--- src/rtl/ldm_defines.svh ---
`ifndef LDM_DEFINES_SVH
`define LDM_DEFINES_SVH

// port addresses, channel 0-3 group
`define LDM_LO_MODE_ADDR      8'h0B
`define LDM_LO_CLR_BPTR_ADDR  8'h0C
`define LDM_LO_MCLR_ADDR      8'h0D
`define LDM_LO_CLR_MASK_ADDR  8'h0E
`define LDM_LO_WR_MASK_ADDR   8'h0F

// port addresses, channel 4-7 group
`define LDM_HI_MODE_ADDR      8'hD6
`define LDM_HI_CLR_BPTR_ADDR  8'hD8
`define LDM_HI_MCLR_ADDR      8'hDA
`define LDM_HI_CLR_MASK_ADDR  8'hDC
`define LDM_HI_WR_MASK_ADDR   8'hDE

// mode byte fields
`define LDM_MODE_XFER_MSB     7
`define LDM_MODE_XFER_LSB     6
`define LDM_MODE_DECR_BIT     5
`define LDM_MODE_AUTO_BIT     4
`define LDM_MODE_TYPE_MSB     3
`define LDM_MODE_TYPE_LSB     2
`define LDM_MODE_SEL_MSB      1
`define LDM_MODE_SEL_LSB      0

// stored mode fields (bits 7:2 of the mode byte)
`define LDM_ST_XFER_MSB       5
`define LDM_ST_XFER_LSB       4
`define LDM_ST_DECR_BIT       3
`define LDM_ST_AUTO_BIT       2
`define LDM_ST_TYPE_MSB       1
`define LDM_ST_TYPE_LSB       0

// reset values
`define LDM_MODE_RST          6'h00
`define LDM_MASK_RST          4'hF
`define LDM_RDATA_UNMAPPED    8'h00

// command queue shape
`define LDM_CMDQ_WIDTH        16
`define LDM_CMDQ_DEPTH        32

`endif

--- src/rtl/ldm_pkg.sv ---
package ldm_pkg;

    // transfer mode, bits 7:6
    typedef enum logic [1:0] {
        LDM_XFER_DEMAND   = 2'h0,
        LDM_XFER_SINGLE   = 2'h1,
        LDM_XFER_RESERVED = 2'h2,
        LDM_XFER_CASCADE  = 2'h3
    } ldm_xfer_e;

    // transfer type, bits 3:2
    typedef enum logic [1:0] {
        LDM_TYPE_VERIFY  = 2'h0,
        LDM_TYPE_IO2MEM  = 2'h1,
        LDM_TYPE_MEM2IO  = 2'h2,
        LDM_TYPE_ILLEGAL = 2'h3
    } ldm_type_e;

    typedef logic [5:0] ldm_mode_t;

    // whole state of the control block except the command queue
    typedef struct packed {
        ldm_mode_t [7:0] mode;
        logic [7:0]      mask;
        logic [1:0]      bptr;
        logic [7:0]      tc_st;
        logic [7:0]      sync1;
        logic [7:0]      sync2;
        logic [7:0]      reload;
        logic [1:0]      mclr;
        logic [7:0]      rdata;
        logic            rd_valid;
    } ldm_state_s;

endpackage
--- src/rtl/ldm_ctrl.sv ---
// Operation
// - mode bits 7:6: demand, single, cascade
// - bit 5 picks increment or decrement
// - bit 4 autoinit reloads at terminal count
// - bits 3:2 pick verify, write, read
// - bits 1:0 pick channel storing bits 7:2
// - clear byte pointer write resets flip-flop
// - low byte first, toggles each access
// - reset and master clear clear flip-flop
// - master clear resets its group but keeps transfer mode and type bits
// - clear mask write unmasks all four
// - all-mask write loads bits 3:0
// - all-mask read returns mask bits
// - terminal count masks channel unless autoinit
// - reset and master clear set masks
// - masking channel 4 blocks channels 0-3
// - status shows terminal count and requests
`timescale 1ns/10ps
`include "ldm_defines.svh"

module ldm_fifo #(
    parameter int WIDTH = 16,
    parameter int DEPTH = 32
) (
    // clock and reset
    input  wire logic             clk_i,
    input  wire logic             rst_i,
    // fill side
    input  wire logic             in_valid_i,
    output logic                  in_ready_o,
    input  wire logic [WIDTH-1:0] in_data_i,
    // drain side
    output logic                  out_valid_o,
    input  wire logic             out_ready_i,
    output logic [WIDTH-1:0]      out_data_o
);
    localparam int AW = $clog2(DEPTH);

    logic [WIDTH-1:0] mem [DEPTH];
    logic [AW:0]      wr_ptr;
    logic [AW:0]      rd_ptr;
    logic             full;
    logic             empty;

    // extra pointer bit tells full from empty
    assign empty       = (wr_ptr == rd_ptr);
    assign full        = (wr_ptr[AW] != rd_ptr[AW]) && (wr_ptr[AW-1:0] == rd_ptr[AW-1:0]);
    assign in_ready_o  = ~full;
    assign out_valid_o = ~empty;
    assign out_data_o  = mem[rd_ptr[AW-1:0]];

    // pointers
    always_ff @(posedge clk_i)
    begin
        if (rst_i)
        begin
            wr_ptr <= '0;
            rd_ptr <= '0;
        end
        else
        begin
            if (in_valid_i && !full)
                wr_ptr <= wr_ptr + 1'b1;
            if (out_ready_i && !empty)
                rd_ptr <= rd_ptr + 1'b1;
        end
    end

    // storage, no reset needed
    always_ff @(posedge clk_i)
    begin
        if (in_valid_i && !full)
            mem[wr_ptr[AW-1:0]] <= in_data_i;
    end
endmodule

module ldm_ctrl
    import ldm_pkg::*;
(
    // clock and reset
    input  wire logic        clk_i,
    input  wire logic        rst_i,
    // host i/o port access
    input  wire logic [7:0]  io_addr_i,
    input  wire logic [7:0]  io_wdata_i,
    input  wire logic        io_wr_i,
    output logic             io_wr_ready_o,
    input  wire logic        io_rd_i,
    output logic             io_rd_ready_o,
    output logic [7:0]       io_rdata_o,
    output logic             io_rd_valid_o,
    // transfer engine side
    input  wire logic        cfg_hold_i,
    input  wire logic [1:0]  word_access_i,
    input  wire logic [7:0]  tc_i,
    output logic [1:0]       byte_high_o,
    output logic [1:0]       group_clear_o,
    output logic [15:0]      chan_xfer_o,
    output logic [7:0]       chan_decr_o,
    output logic [7:0]       chan_auto_o,
    output logic [15:0]      chan_type_o,
    output logic [7:0]       chan_reload_o,
    output logic [7:0]       chan_mask_o,
    output logic [7:0]       chan_req_o,
    output logic [15:0]      status_o,
    // request pins from i/o devices
    input  wire logic [7:0]  dreq_i
);
    ldm_state_s st;
    ldm_state_s next_st;

    logic        q_valid;
    logic        q_ready;
    logic [15:0] q_data;
    logic [7:0]  q_addr;
    logic [7:0]  q_wdata;
    logic        do_cmd;
    logic [1:0]  hit_mode;
    logic [1:0]  hit_bptr;
    logic [1:0]  hit_mclr;
    logic [1:0]  hit_clrm;
    logic [1:0]  hit_wrm;
    logic [1:0]  rd_hit;
    logic [7:0]  req_raw;

    // writes queue up so the engine can hold config steady mid-transfer
    ldm_fifo #(
        .WIDTH (`LDM_CMDQ_WIDTH),
        .DEPTH (`LDM_CMDQ_DEPTH)
    ) u_cmdq (
        .clk_i       (clk_i),
        .rst_i       (rst_i),
        .in_valid_i  (io_wr_i),
        .in_ready_o  (io_wr_ready_o),
        .in_data_i   ({io_addr_i, io_wdata_i}),
        .out_valid_o (q_valid),
        .out_ready_i (q_ready),
        .out_data_o  (q_data)
    );

    // drain stalls while the engine holds configuration
    assign q_ready = ~cfg_hold_i;
    assign do_cmd  = q_valid & q_ready;
    assign q_addr  = q_data[15:8];
    assign q_wdata = q_data[7:0];

    // reads wait until queued writes have landed, keeping order
    assign io_rd_ready_o = ~q_valid;

    // per-group port decode
    localparam logic [7:0] MODE_A [2] = '{`LDM_LO_MODE_ADDR, `LDM_HI_MODE_ADDR};
    localparam logic [7:0] BPTR_A [2] = '{`LDM_LO_CLR_BPTR_ADDR, `LDM_HI_CLR_BPTR_ADDR};
    localparam logic [7:0] MCLR_A [2] = '{`LDM_LO_MCLR_ADDR, `LDM_HI_MCLR_ADDR};
    localparam logic [7:0] CLRM_A [2] = '{`LDM_LO_CLR_MASK_ADDR, `LDM_HI_CLR_MASK_ADDR};
    localparam logic [7:0] WRM_A  [2] = '{`LDM_LO_WR_MASK_ADDR, `LDM_HI_WR_MASK_ADDR};

    genvar g;
    generate
        for (g = 0; g < 2; g++)
        begin : g_dec
            assign hit_mode[g] = do_cmd && (q_addr == MODE_A[g]);
            assign hit_bptr[g] = do_cmd && (q_addr == BPTR_A[g]);
            assign hit_mclr[g] = do_cmd && (q_addr == MCLR_A[g]);
            assign hit_clrm[g] = do_cmd && (q_addr == CLRM_A[g]);
            assign hit_wrm[g]  = do_cmd && (q_addr == WRM_A[g]);
            assign rd_hit[g]   = (io_addr_i == WRM_A[g]);
        end
    endgenerate

    // requests reach the engine only through synced, unmasked pins
    genvar c;
    generate
        for (c = 0; c < 8; c++)
        begin : g_req
            if (c < 4)
            begin : g_lo
                // low group is cascaded through channel 4
                assign req_raw[c] = st.sync2[c] & ~st.mask[c] & ~st.mask[4];
            end
            else
            begin : g_hi
                assign req_raw[c] = st.sync2[c] & ~st.mask[c];
            end
            assign chan_xfer_o[2*c+1:2*c] = st.mode[c][`LDM_ST_XFER_MSB:`LDM_ST_XFER_LSB];
            assign chan_decr_o[c]         = st.mode[c][`LDM_ST_DECR_BIT];
            assign chan_auto_o[c]         = st.mode[c][`LDM_ST_AUTO_BIT];
            // type means nothing for cascade channels
            assign chan_type_o[2*c+1:2*c] =
                (ldm_xfer_e'(st.mode[c][`LDM_ST_XFER_MSB:`LDM_ST_XFER_LSB]) == LDM_XFER_CASCADE)
                ? LDM_TYPE_VERIFY : st.mode[c][`LDM_ST_TYPE_MSB:`LDM_ST_TYPE_LSB];
        end
    endgenerate

    // a reserved transfer mode never forwards a request
    always_comb
    begin
        for (int i = 0; i < 8; i++)
            chan_req_o[i] = req_raw[i] &&
                (ldm_xfer_e'(st.mode[i][`LDM_ST_XFER_MSB:`LDM_ST_XFER_LSB]) != LDM_XFER_RESERVED);
    end

    // status bytes: request bits 7:4, terminal count bits 3:0
    always_comb
    begin
        status_o[7:0]  = {chan_req_o[3:0], st.tc_st[3:0]};
        // channel 4 request shows the cascaded low group too
        status_o[15:8] = {chan_req_o[7:5], chan_req_o[4] | (|chan_req_o[3:0]),
                          st.tc_st[7:4]};
    end

    assign byte_high_o   = st.bptr;
    assign group_clear_o = st.mclr;
    assign chan_reload_o = st.reload;
    assign chan_mask_o   = st.mask;
    assign io_rdata_o    = st.rdata;
    assign io_rd_valid_o = st.rd_valid;

    // next-state logic; hardware sets are applied last so they win
    always_comb
    begin
        logic [2:0] sel;
        next_st          = st;
        sel              = 3'h0;
        next_st.sync1    = dreq_i;
        next_st.sync2    = st.sync1;
        next_st.reload   = 8'h00;
        next_st.mclr     = 2'b00;
        next_st.rd_valid = 1'b0;

        for (int gi = 0; gi < 2; gi++)
        begin
            // byte pointer toggles per 16-bit access
            if (word_access_i[gi])
                next_st.bptr[gi] = ~st.bptr[gi];
            // software issues clear before first access
            if (hit_bptr[gi])
                next_st.bptr[gi] = 1'b0;

            if (hit_mode[gi])
            begin
                sel = {gi[0], q_wdata[`LDM_MODE_SEL_MSB:`LDM_MODE_SEL_LSB]};
                next_st.mode[sel] = q_wdata[`LDM_MODE_XFER_MSB:`LDM_MODE_TYPE_LSB];
            end
            if (hit_clrm[gi])
                next_st.mask[gi*4 +: 4] = 4'h0;
            // upper bits are don't-care, software keeps them zero
            if (hit_wrm[gi])
                next_st.mask[gi*4 +: 4] = q_wdata[3:0];

            if (hit_mclr[gi])
            begin
                next_st.bptr[gi]         = 1'b0;
                next_st.mask[gi*4 +: 4]  = `LDM_MASK_RST;
                next_st.tc_st[gi*4 +: 4] = 4'h0;
                next_st.mclr[gi]         = 1'b1;
                for (int k = 0; k < 4; k++)
                begin
                    next_st.mode[gi*4+k][`LDM_ST_DECR_BIT] = 1'b0;
                    next_st.mode[gi*4+k][`LDM_ST_AUTO_BIT] = 1'b0;
                end
            end

            // register read of the all-mask port
            if (io_rd_i && io_rd_ready_o && rd_hit[gi])
                next_st.rdata = {4'h0, st.mask[gi*4 +: 4]};
        end

        // any accepted read answers; unmapped reads give a fixed value
        if (io_rd_i && io_rd_ready_o)
        begin
            next_st.rd_valid = 1'b1;
            if (rd_hit == 2'b00)
                next_st.rdata = `LDM_RDATA_UNMAPPED;
        end

        // terminal count: status set, then reload or self-mask
        for (int ci = 0; ci < 8; ci++)
        begin
            if (tc_i[ci])
            begin
                next_st.tc_st[ci] = 1'b1;
                if (st.mode[ci][`LDM_ST_AUTO_BIT])
                    next_st.reload[ci] = 1'b1;
                else
                    next_st.mask[ci] = 1'b1;
            end
        end
    end

    // single state register
    always_ff @(posedge clk_i)
    begin
        if (rst_i)
        begin
            st          <= '0;
            st.mask     <= {`LDM_MASK_RST, `LDM_MASK_RST};
            st.mode     <= {8{`LDM_MODE_RST}};
            st.bptr     <= 2'b00;
        end
        else
        begin
            st <= next_st;
        end
    end
endmodule

--- config.mk ---
export PLATFORM = sky130hd
export DESIGN_NAME = ldm_ctrl
export DESIGN_NICKNAME = d
export VERILOG_FILES = /design/src/rtl/ldm_pkg.sv /design/src/rtl/ldm_ctrl.sv
export VERILOG_INCLUDE_DIRS = /design/src /design/src/rtl
export SDC_FILE = /design/constraint.sdc
export NUM_CORES = 1
export LEC_CHECK = 0
export BUFFER_PORTS_ARGS = -buffer_cell sky130_fd_sc_hd__buf_2
export CAP_MARGIN = 40
export CORE_MARGIN = 2
export CORE_UTILIZATION = 30
export CTS_CLUSTER_DIAMETER = 100
export DETAILED_ROUTE_END_ITERATION = 8
export PLACE_DENSITY = 0.45
export RECOVER_POWER = 100
export SYNTH_ARGS = -nofsm -noshare
export SYNTH_HDL_FRONTEND = slang
export SYNTH_SLANG_ARGS = --single-unit
--- constraint.sdc ---
create_clock -name clk_i -period 3.2 [get_ports clk_i]
set_input_delay 0.64 -clock clk_i [delete_from_list [all_inputs] [get_ports clk_i]]
set_output_delay 0.64 -clock clk_i [all_outputs]
set_load 0.01 [all_outputs]
==> results of run 1 <==
-- what timing repair did --
item                                    4_1_cts  5_1_grt
gates cloned                                  4        2
resized for setup                            30       67
endpoints found under the hold margin         0        0
endpoints found under the setup margin       66       66
pin swaps                                     7       28
setup buffers                                13       12
-- registers in the layout (all words and copies together), names as in the netlist, 8 cells and up, named ones only --
register / cells
chan_xfer_o: 16
chan_reload_o: 8
chan_decr_o: 8
status_o: 8
next_st: 8
io_rdata_o: 8
st: 24
u_cmdq.mem: 512
chan_auto_o: 8
chan_mask_o: 8
-- cells by family (layout without fill, tap and decap cells) --
kind of cell	count (synthesis)	in the layout	share of synthesized area, %
AOI/OAI and AO/OA	157	157	4.32
xor gates and xnor gates	18	18	0.627
adders and majority gates	5	5	0.249
buffers and inverters	170	481	4.35
DFF	630	630	70.5
muxes	189	189	15.0
other	0	2	0
and+or+nand+nor	233	233	4.93
-- worst max-delay path: cells and delay by family, from the launching register on --
family                 cells  cell delay [ns]
AND/OR/NAND/NOR            1             0.40
buffers and inverters      6             0.80
AO/OA/AOI/OAI              2             0.24
flip-flops                 1             0.40
multiplexers               3             1.29
-- through the flow --
stage / std cells / power (mW) / setup slack, ns
2_1_floorplan: 1402 / 10.4 / 0.0768
3_3_place_gp: 2637 / 11.3 / -0.215
3_5_place_dp: 2637 / 11.3 / -0.204
4_1_cts: 2780 / 19.2 / -0.0647
5_1_grt: 2793 / 19.8 / -0.165
6_report: 2795 / 19.1 / -0.0731
-- layer usage --
metal,up-vias,routed length [um]
met2,414,34300
met4,2,1490
li1,6049,-
met3,101,3760
met5,-,16
met1,7236,29900
-- where the power goes --
group | internal, mW | leakage, nW | total [mW] | switching (mW)
Sequential | 8.93 | 5.57 | 8.99 | 0.0526
Clock | 4.52 | 1.07 | 7.80 | 3.27
Combinational | 1.08 | 2.92 | 2.31 | 1.23
-- area by class of cell --
class | count | share of cell area, %
multi-input combinational | 602 | 21.9
sequential | 630 | 58.5
tap | 1080 | 4.45
clock inverter | 27 | 0.870
timing repair buffer | 332 | 7.55
inverter | 23 | 0.285
clock buffer | 99 | 6.44
antenna | 2 | 0.0165
-- cells in the final DEF, fill, tap and decap left out, drive strengths merged, types with 5 or more instances in the layout --
| cell type | count |
|---|---|
| edfxtp | 512 |
| clkbuf | 296 |
| mux4 | 148 |
| buf | 135 |
| dfxtp | 118 |
| nor2 | 69 |
| a21oi | 49 |
| mux2i | 33 |
| nand2 | 31 |
| inv | 25 |
| nor3 | 24 |
| nor2b | 23 |
| clkinv | 21 |
| a211oi | 17 |
| a21boi | 16 |
| and2 | 16 |
| nand4 | 15 |
| nand3 | 14 |
| a311oi | 12 |
| xor2 | 11 |
| o21ai | 11 |
| a31oi | 10 |
| mux2 | 8 |
| a221oi | 8 |
| xnor2 | 7 |
| nand2b | 7 |
| a22oi | 7 |
| nand4b | 6 |
| and3 | 6 |
| o22ai | 5 |
| ha | 5 |
-- final timing paths --
check	end	startpoint	slack, ns	cells after the start
worst max register to register	st[77]	register	-0.07	12
worst max-delay path	st[77]	register	-0.07	12
worst min register to register	st[26]	next_st[26]	0.44	1
worst min-delay path	next_st[25]	dreq_i[6]	0.26	2
==> tab_implementation.tex, run 1 <==
\begin{tabular}{lr}
\hline
Metric & Value \\
\hline
\multicolumn{2}{l}{\textbf{Timing}} \\
Clock period minus worst slack & 3.27 ns \\
Fmax & 0.306 GHz \\
Clock skew after layout & 0.0194 ns \\
Worst slew margin & 5.09\% \\
Pins Over Slew Limit & 0 \\
Worst hold-check slack & 0.259 ns \\
Minimum setup slack in the final design & -0.0731 ns \\
Final setup violation count & 16 \\
Crit share post-route & 102\% \\
Tightest Pin Transition & 1.42 ns \\
Setup TNS Final & -0.560 ns \\
Hold Vio Cnt, Final & 0 \\
Setup repair after global routing missed its margin & true \\
\multicolumn{2}{l}{\textbf{Final layout}} \\
Final net count & 1,704 \\
Finished layout cell area & 30,300 um2 \\
Area taken by multi-input logic gates & 6640 um2 \\
Core utilization of the finished layout & 36.4\% \\
Filler Cell Count & 7,940 \\
Sequential standard cell area & 17,700 um2 \\
Layout-stage area growth over the synthesis result & 20.7\% \\
Layout cells sized above 1 & 30.8\% \\
\multicolumn{2}{l}{\textbf{Drt}} \\
Routed length per instance & 24.9 um \\
Via count normalized by instance count & 4.94 \\
Iter 0 DRT Violations & 1,135 \\
Routed Antenna Nets & 0 \\
Remaining routing DRC violations & 0 \\
Total number of vias & 13,800 \\
Routed wire length & 69,500 um \\
Number of search-and-repair iterations in the first detailed-routing pass & 5 \\
\multicolumn{2}{l}{\textbf{Placement}} \\
Routability cong. & 0.795 \\
Instance area at placement & 27,800 um2 \\
Number of buffers added on ports & 141 \\
Half-perimeter wire length after placement & 45,800 um \\
\multicolumn{2}{l}{\textbf{Die}} \\
Count of boundary I/O pins & 142 \\
Core area & 83,300 um2 \\
Die Outline Area & 86,200 um2 \\
Number of rows in the core area & 106 \\
Initial standard-cell utilization of the core & 30.2\% \\
Overall die height & 294 um \\
Die width & 294 um \\
\multicolumn{2}{l}{\textbf{Logic synthesis}} \\
Number of enable flip-flop cells after synthesis & 512 \\
Syn\_nets & 1,446 \\
Count of state elements after synthesis & 630 \\
Proportion of netlist area held by the largest area contributor & 61.1\% \\
Top cell type by total area after synthesis & edfxtp\_1 \\
Synth cell types & 67 \\
Most used standard cells in the synthesized netlist & edfxtp\_1, mux4\_2, dfxtp\_1 \\
Number of warnings issued by yosys & 0 \\
Most common flop cell mapped by yosys & edfxtp\_1 \\
Synthesized netlist cell count & 1,402 \\
Share of synthesized registers carrying an async set or reset & 0\% \\
Top area cells in the synthesized netlist & edfxtp\_1, mux4\_2, dfxtp\_1 \\
Synthesized area divided by synthesized cell count & 17.9 um2 \\
Post-Synthesis Cell Area & 25,100 um2 \\
Most common cell in the netlist & edfxtp\_1 \\
Sequential share of the synthesized area & 70.5\% \\
\multicolumn{2}{l}{\textbf{GRT}} \\
Antenna violations before repair & 2 \\
Met3 track utilization from global routing & 3.21\% \\
Overall fraction of global-route tracks in use & 16.0\% \\
Pin count of the biggest net entering global routing & 61 \\
Met1 Track Usage GR & 21.0\% \\
Final global-route overflow total & 0 \\
Via count of the first global-routing pass & 14,200 \\
First-pass GRT wire length & 99,500 um \\
Most congested layer reported by global routing & met2 \\
Met2 routing resource usage after global routing & 27.2\% \\
\multicolumn{2}{l}{\textbf{Run}} \\
Number of violations of the max-capacitance limit & 0 \\
\multicolumn{2}{l}{\textbf{Worst setup path}} \\
CP Class & register to register \\
Type of element launching the critical path & register \\
Most frequent cell on the critical path & buf\_12 \\
Crit path DAT & 3.78 ns \\
Ordered list of cells on the worst path & buf\_12 -> buf\_12 -> buf\_16 -> buf\_12 -> mux4\_2 -> mux4\_2 -> mux2\_4 -> and4b\_4 -> buf\_12 -> clkbuf\_16 -> a21oi\_2 -> a311oi\_1 \\
Highest-delay cell along the critical path & mux4\_2 \\
WP data required & 3.71 ns \\
Highest fanout seen on the critical path & 8 \\
Endpoint type of the worst setup path & register \\
Delay of the slowest cell on the worst path & 0.51 ns \\
\multicolumn{2}{l}{\textbf{CTS}} \\
Register clock-pin slew on the reported worst setup and hold paths & 0.06 ns \\
Clock Tree Root & clkbuf\_16 \\
Clk\_lat worst skew & 0.61 ns \\
Number of H-tree levels & 3 \\
TritonCTS Buffers & 71 \\
Clock net sink count & 630 \\
Maximum clock path buffer count & 3 \\
TritonCTS clock tree & yes \\
Post-CTS Hold Buffers & 0 \\
\multicolumn{2}{l}{\textbf{Status}} \\
Violations in the final reports & negative setup slack \\
Outcome & finished with violations \\
\multicolumn{2}{l}{\textbf{Power}} \\
Leakage & 9.56 nW \\
Worst ir drop on vdd & 0.438 mV \\
Power density cells & 629 nW/um2 \\
\multicolumn{2}{l}{\textbf{Hold path}} \\
Class of the tightest hold or removal check & primary input to register \\
\hline
\end{tabular}
Power figures use the tool's default switching activity.
==> run 2, diff against run 1 <==
Settings changed: CORE_MARGIN 2 to unset, RECOVER_POWER 100 to unset, TNS_END_PERCENT set to 5.
==> tab_implementation.tex, run 2 (synthesis gave the netlist of run 1 again) <==
\begin{tabular}{lr}
\hline
Metric & Value \\
\hline
\multicolumn{2}{l}{\textbf{Status}} \\
Outcome & finished with violations \\
Violations in the final reports & negative setup slack \\
\multicolumn{2}{l}{\textbf{CTS}} \\
Post-CTS Hold Buffers & 0 \\
TritonCTS Buffers & 70 \\
Clock Tree Root & clkbuf\_16 \\
Maximum clock path buffer count & 3 \\
Number of H-tree levels & 3 \\
Register clock-pin slew on the reported worst setup and hold paths & 0.06 ns \\
TritonCTS clock tree & yes \\
Clock net sink count & 630 \\
Clk\_lat worst skew & 0.61 ns \\
\multicolumn{2}{l}{\textbf{Timing}} \\
Tightest Pin Transition & 0.803 ns \\
Final setup violation count & 5 \\
Pins Over Slew Limit & 0 \\
Hold Vio Cnt, Final & 0 \\
Setup TNS Final & -0.0322 ns \\
Minimum setup slack in the final design & -0.0226 ns \\
Clock skew after layout & 0.0187 ns \\
Clock period minus worst slack & 3.22 ns \\
Crit share post-route & 101\% \\
Fmax & 0.310 GHz \\
Worst slew margin & 46.2\% \\
Setup repair after global routing missed its margin & true \\
\multicolumn{2}{l}{\textbf{GRT}} \\
Antenna violations before repair & 2 \\
Met3 track utilization from global routing & 2.45\% \\
Most congested layer reported by global routing & met2 \\
Met1 Track Usage GR & 22.2\% \\
Via count of the first global-routing pass & 14,000 \\
Overall fraction of global-route tracks in use & 16.2\% \\
Pin count of the biggest net entering global routing & 48 \\
Final global-route overflow total & 0 \\
First-pass GRT wire length & 99,500 um \\
Met2 routing resource usage after global routing & 26.8\% \\
\multicolumn{2}{l}{\textbf{Final layout}} \\
Layout-stage area growth over the synthesis result & 20.9\% \\
Filler Cell Count & 7,666 \\
Sequential standard cell area & 17,700 um2 \\
Layout cells sized above 1 & 37.9\% \\
Most common cell after layout, fill and taps aside & edfxtp\_1 \\
Antenna diode count & 0 \\
Core utilization of the finished layout & 36.8\% \\
Most frequent cells in the layout & edfxtp\_1, mux4\_2, buf\_2 \\
Final net count & 1,683 \\
Area taken by multi-input logic gates & 6530 um2 \\
Max reg flops & 512 \\
Number of cells in the finished layout apart from fillers & 2,763 \\
\multicolumn{2}{l}{\textbf{Worst setup path}} \\
Highest fanout seen on the critical path & 10 \\
R2r worst-path depth & 11 \\
CP Class & register to register \\
Endpoint type of the worst setup path & register \\
Worst flop-to-flop path endpoint & st[83] \\
Crit path DAT & 3.70 ns \\
Type of element launching the critical path & register \\
Critical path endpoint & st[83] \\
Worst reg2reg setup slack & -0.02 ns \\
WP data required & 3.68 ns \\
\multicolumn{2}{l}{\textbf{Drt}} \\
Routed length per instance & 25.2 um \\
Remaining routing DRC violations & 0 \\
Routed wire length & 69,500 um \\
Number of search-and-repair iterations in the first detailed-routing pass & 5 \\
Iter 0 DRT Violations & 1,069 \\
Total number of vias & 13,700 \\
Via count normalized by instance count & 4.97 \\
Routed Antenna Nets & 0 \\
\multicolumn{2}{l}{\textbf{Die}} \\
Die Outline Area & 85,000 um2 \\
Die width & 292 um \\
Initial standard-cell utilization of the core & 30.5\% \\
Overall die height & 292 um \\
Number of rows in the core area & 105 \\
Core area & 82,500 um2 \\
Count of boundary I/O pins & 142 \\
\multicolumn{2}{l}{\textbf{Power}} \\
Worst ir drop on vdd & 0.387 mV \\
Power density cells & 632 nW/um2 \\
Leakage & 9.98 nW \\
PnR Total Power & 19.2 mW \\
\multicolumn{2}{l}{\textbf{Placement}} \\
Number of cells in the design after placement & 2,617 \\
Half-perimeter wire length after placement & 45,600 um \\
Routability cong. & 0.811 \\
Number of buffers added on ports & 141 \\
\multicolumn{2}{l}{\textbf{Hold path}} \\
Instance count along the most critical hold path & 2 \\
Class of the tightest hold or removal check & primary input to register \\
\multicolumn{2}{l}{\textbf{Run}} \\
Number of violations of the max-capacitance limit & 0 \\
\hline
\end{tabular}
-- run 2: timing repair --
| action | 4_1_cts | 5_1_grt |
|---|---|---|
| setup buffers | 1 | 12 |
| pin swaps | 0 | 18 |
| endpoints found under the hold margin | 0 | 0 |
| resized for setup | 14 | 30 |
| endpoints found under the setup margin | 60 | 64 |
| cloned | 1 | 6 |
-- run 2: metrics by stage --
stage	area [um2]	worst slack, ns	hold WS [ns]
final	30400	-0.0226	0.254
after global placement	27700	-0.209	0.419
after CTS	30000	-0.0357	0.217
after global routing	30400	-0.0866	0.238
after floorplan	25200	0.0768	0.414
after detailed placement	27700	-0.244	0.428
-- run 2: worst min path at each step --
stage | from | end | slack [ns]
3_3_place_gp | next_st[19] | st[19] | 0.42
3_5_place_dp | next_st[20] | st[20] | 0.43
6_report | dreq_i[0] | next_st[19] | 0.25
5_1_grt | dreq_i[4] | next_st[23] | 0.24
2_1_floorplan | next_st[19] | st[19] | 0.41
4_1_cts | dreq_i[4] | next_st[23] | 0.22
-- run 2: critical path: stages, from the launching register on --
cell and delay (ns):
dfxtp_4 0.45, buf_12 0.17, buf_4 0.15, buf_16 0.15
mux4_2 0.50, mux4_2 0.45, mux2_2 0.33, and4b_4 0.44
buf_12 0.14, clkbuf_16 0.14, buf_6 0.10, a311oi_1 0.07
-- run 2: area by class of cell --
cell class | count | share of cell area [%]
clock buffer | 90 | 6.27
multi-input combinational | 602 | 21.5
timing repair buffer | 312 | 7.97
clock inverter | 36 | 1.20
sequential | 630 | 58.4
inverter | 23 | 0.284
tap | 1070 | 4.40
-- run 2: routing by layer --
| layer | vias up | share of wire, % |
|---|---|---|
| met3 | 85 | 4.5 |
| met4 | 0 | 1.7 |
| li1 | 6002 | - |
| met2 | 390 | 49 |
| met5 | - | 0 |
| met1 | 7244 | 44 |
-- run 2: power by group --
part / internal [mW] / switching, mW / total, mW
combinational: 1.04 / 1.18 / 2.22
clock: 4.77 / 3.22 / 8.00
sequential: 8.93 / 0.0617 / 8.99
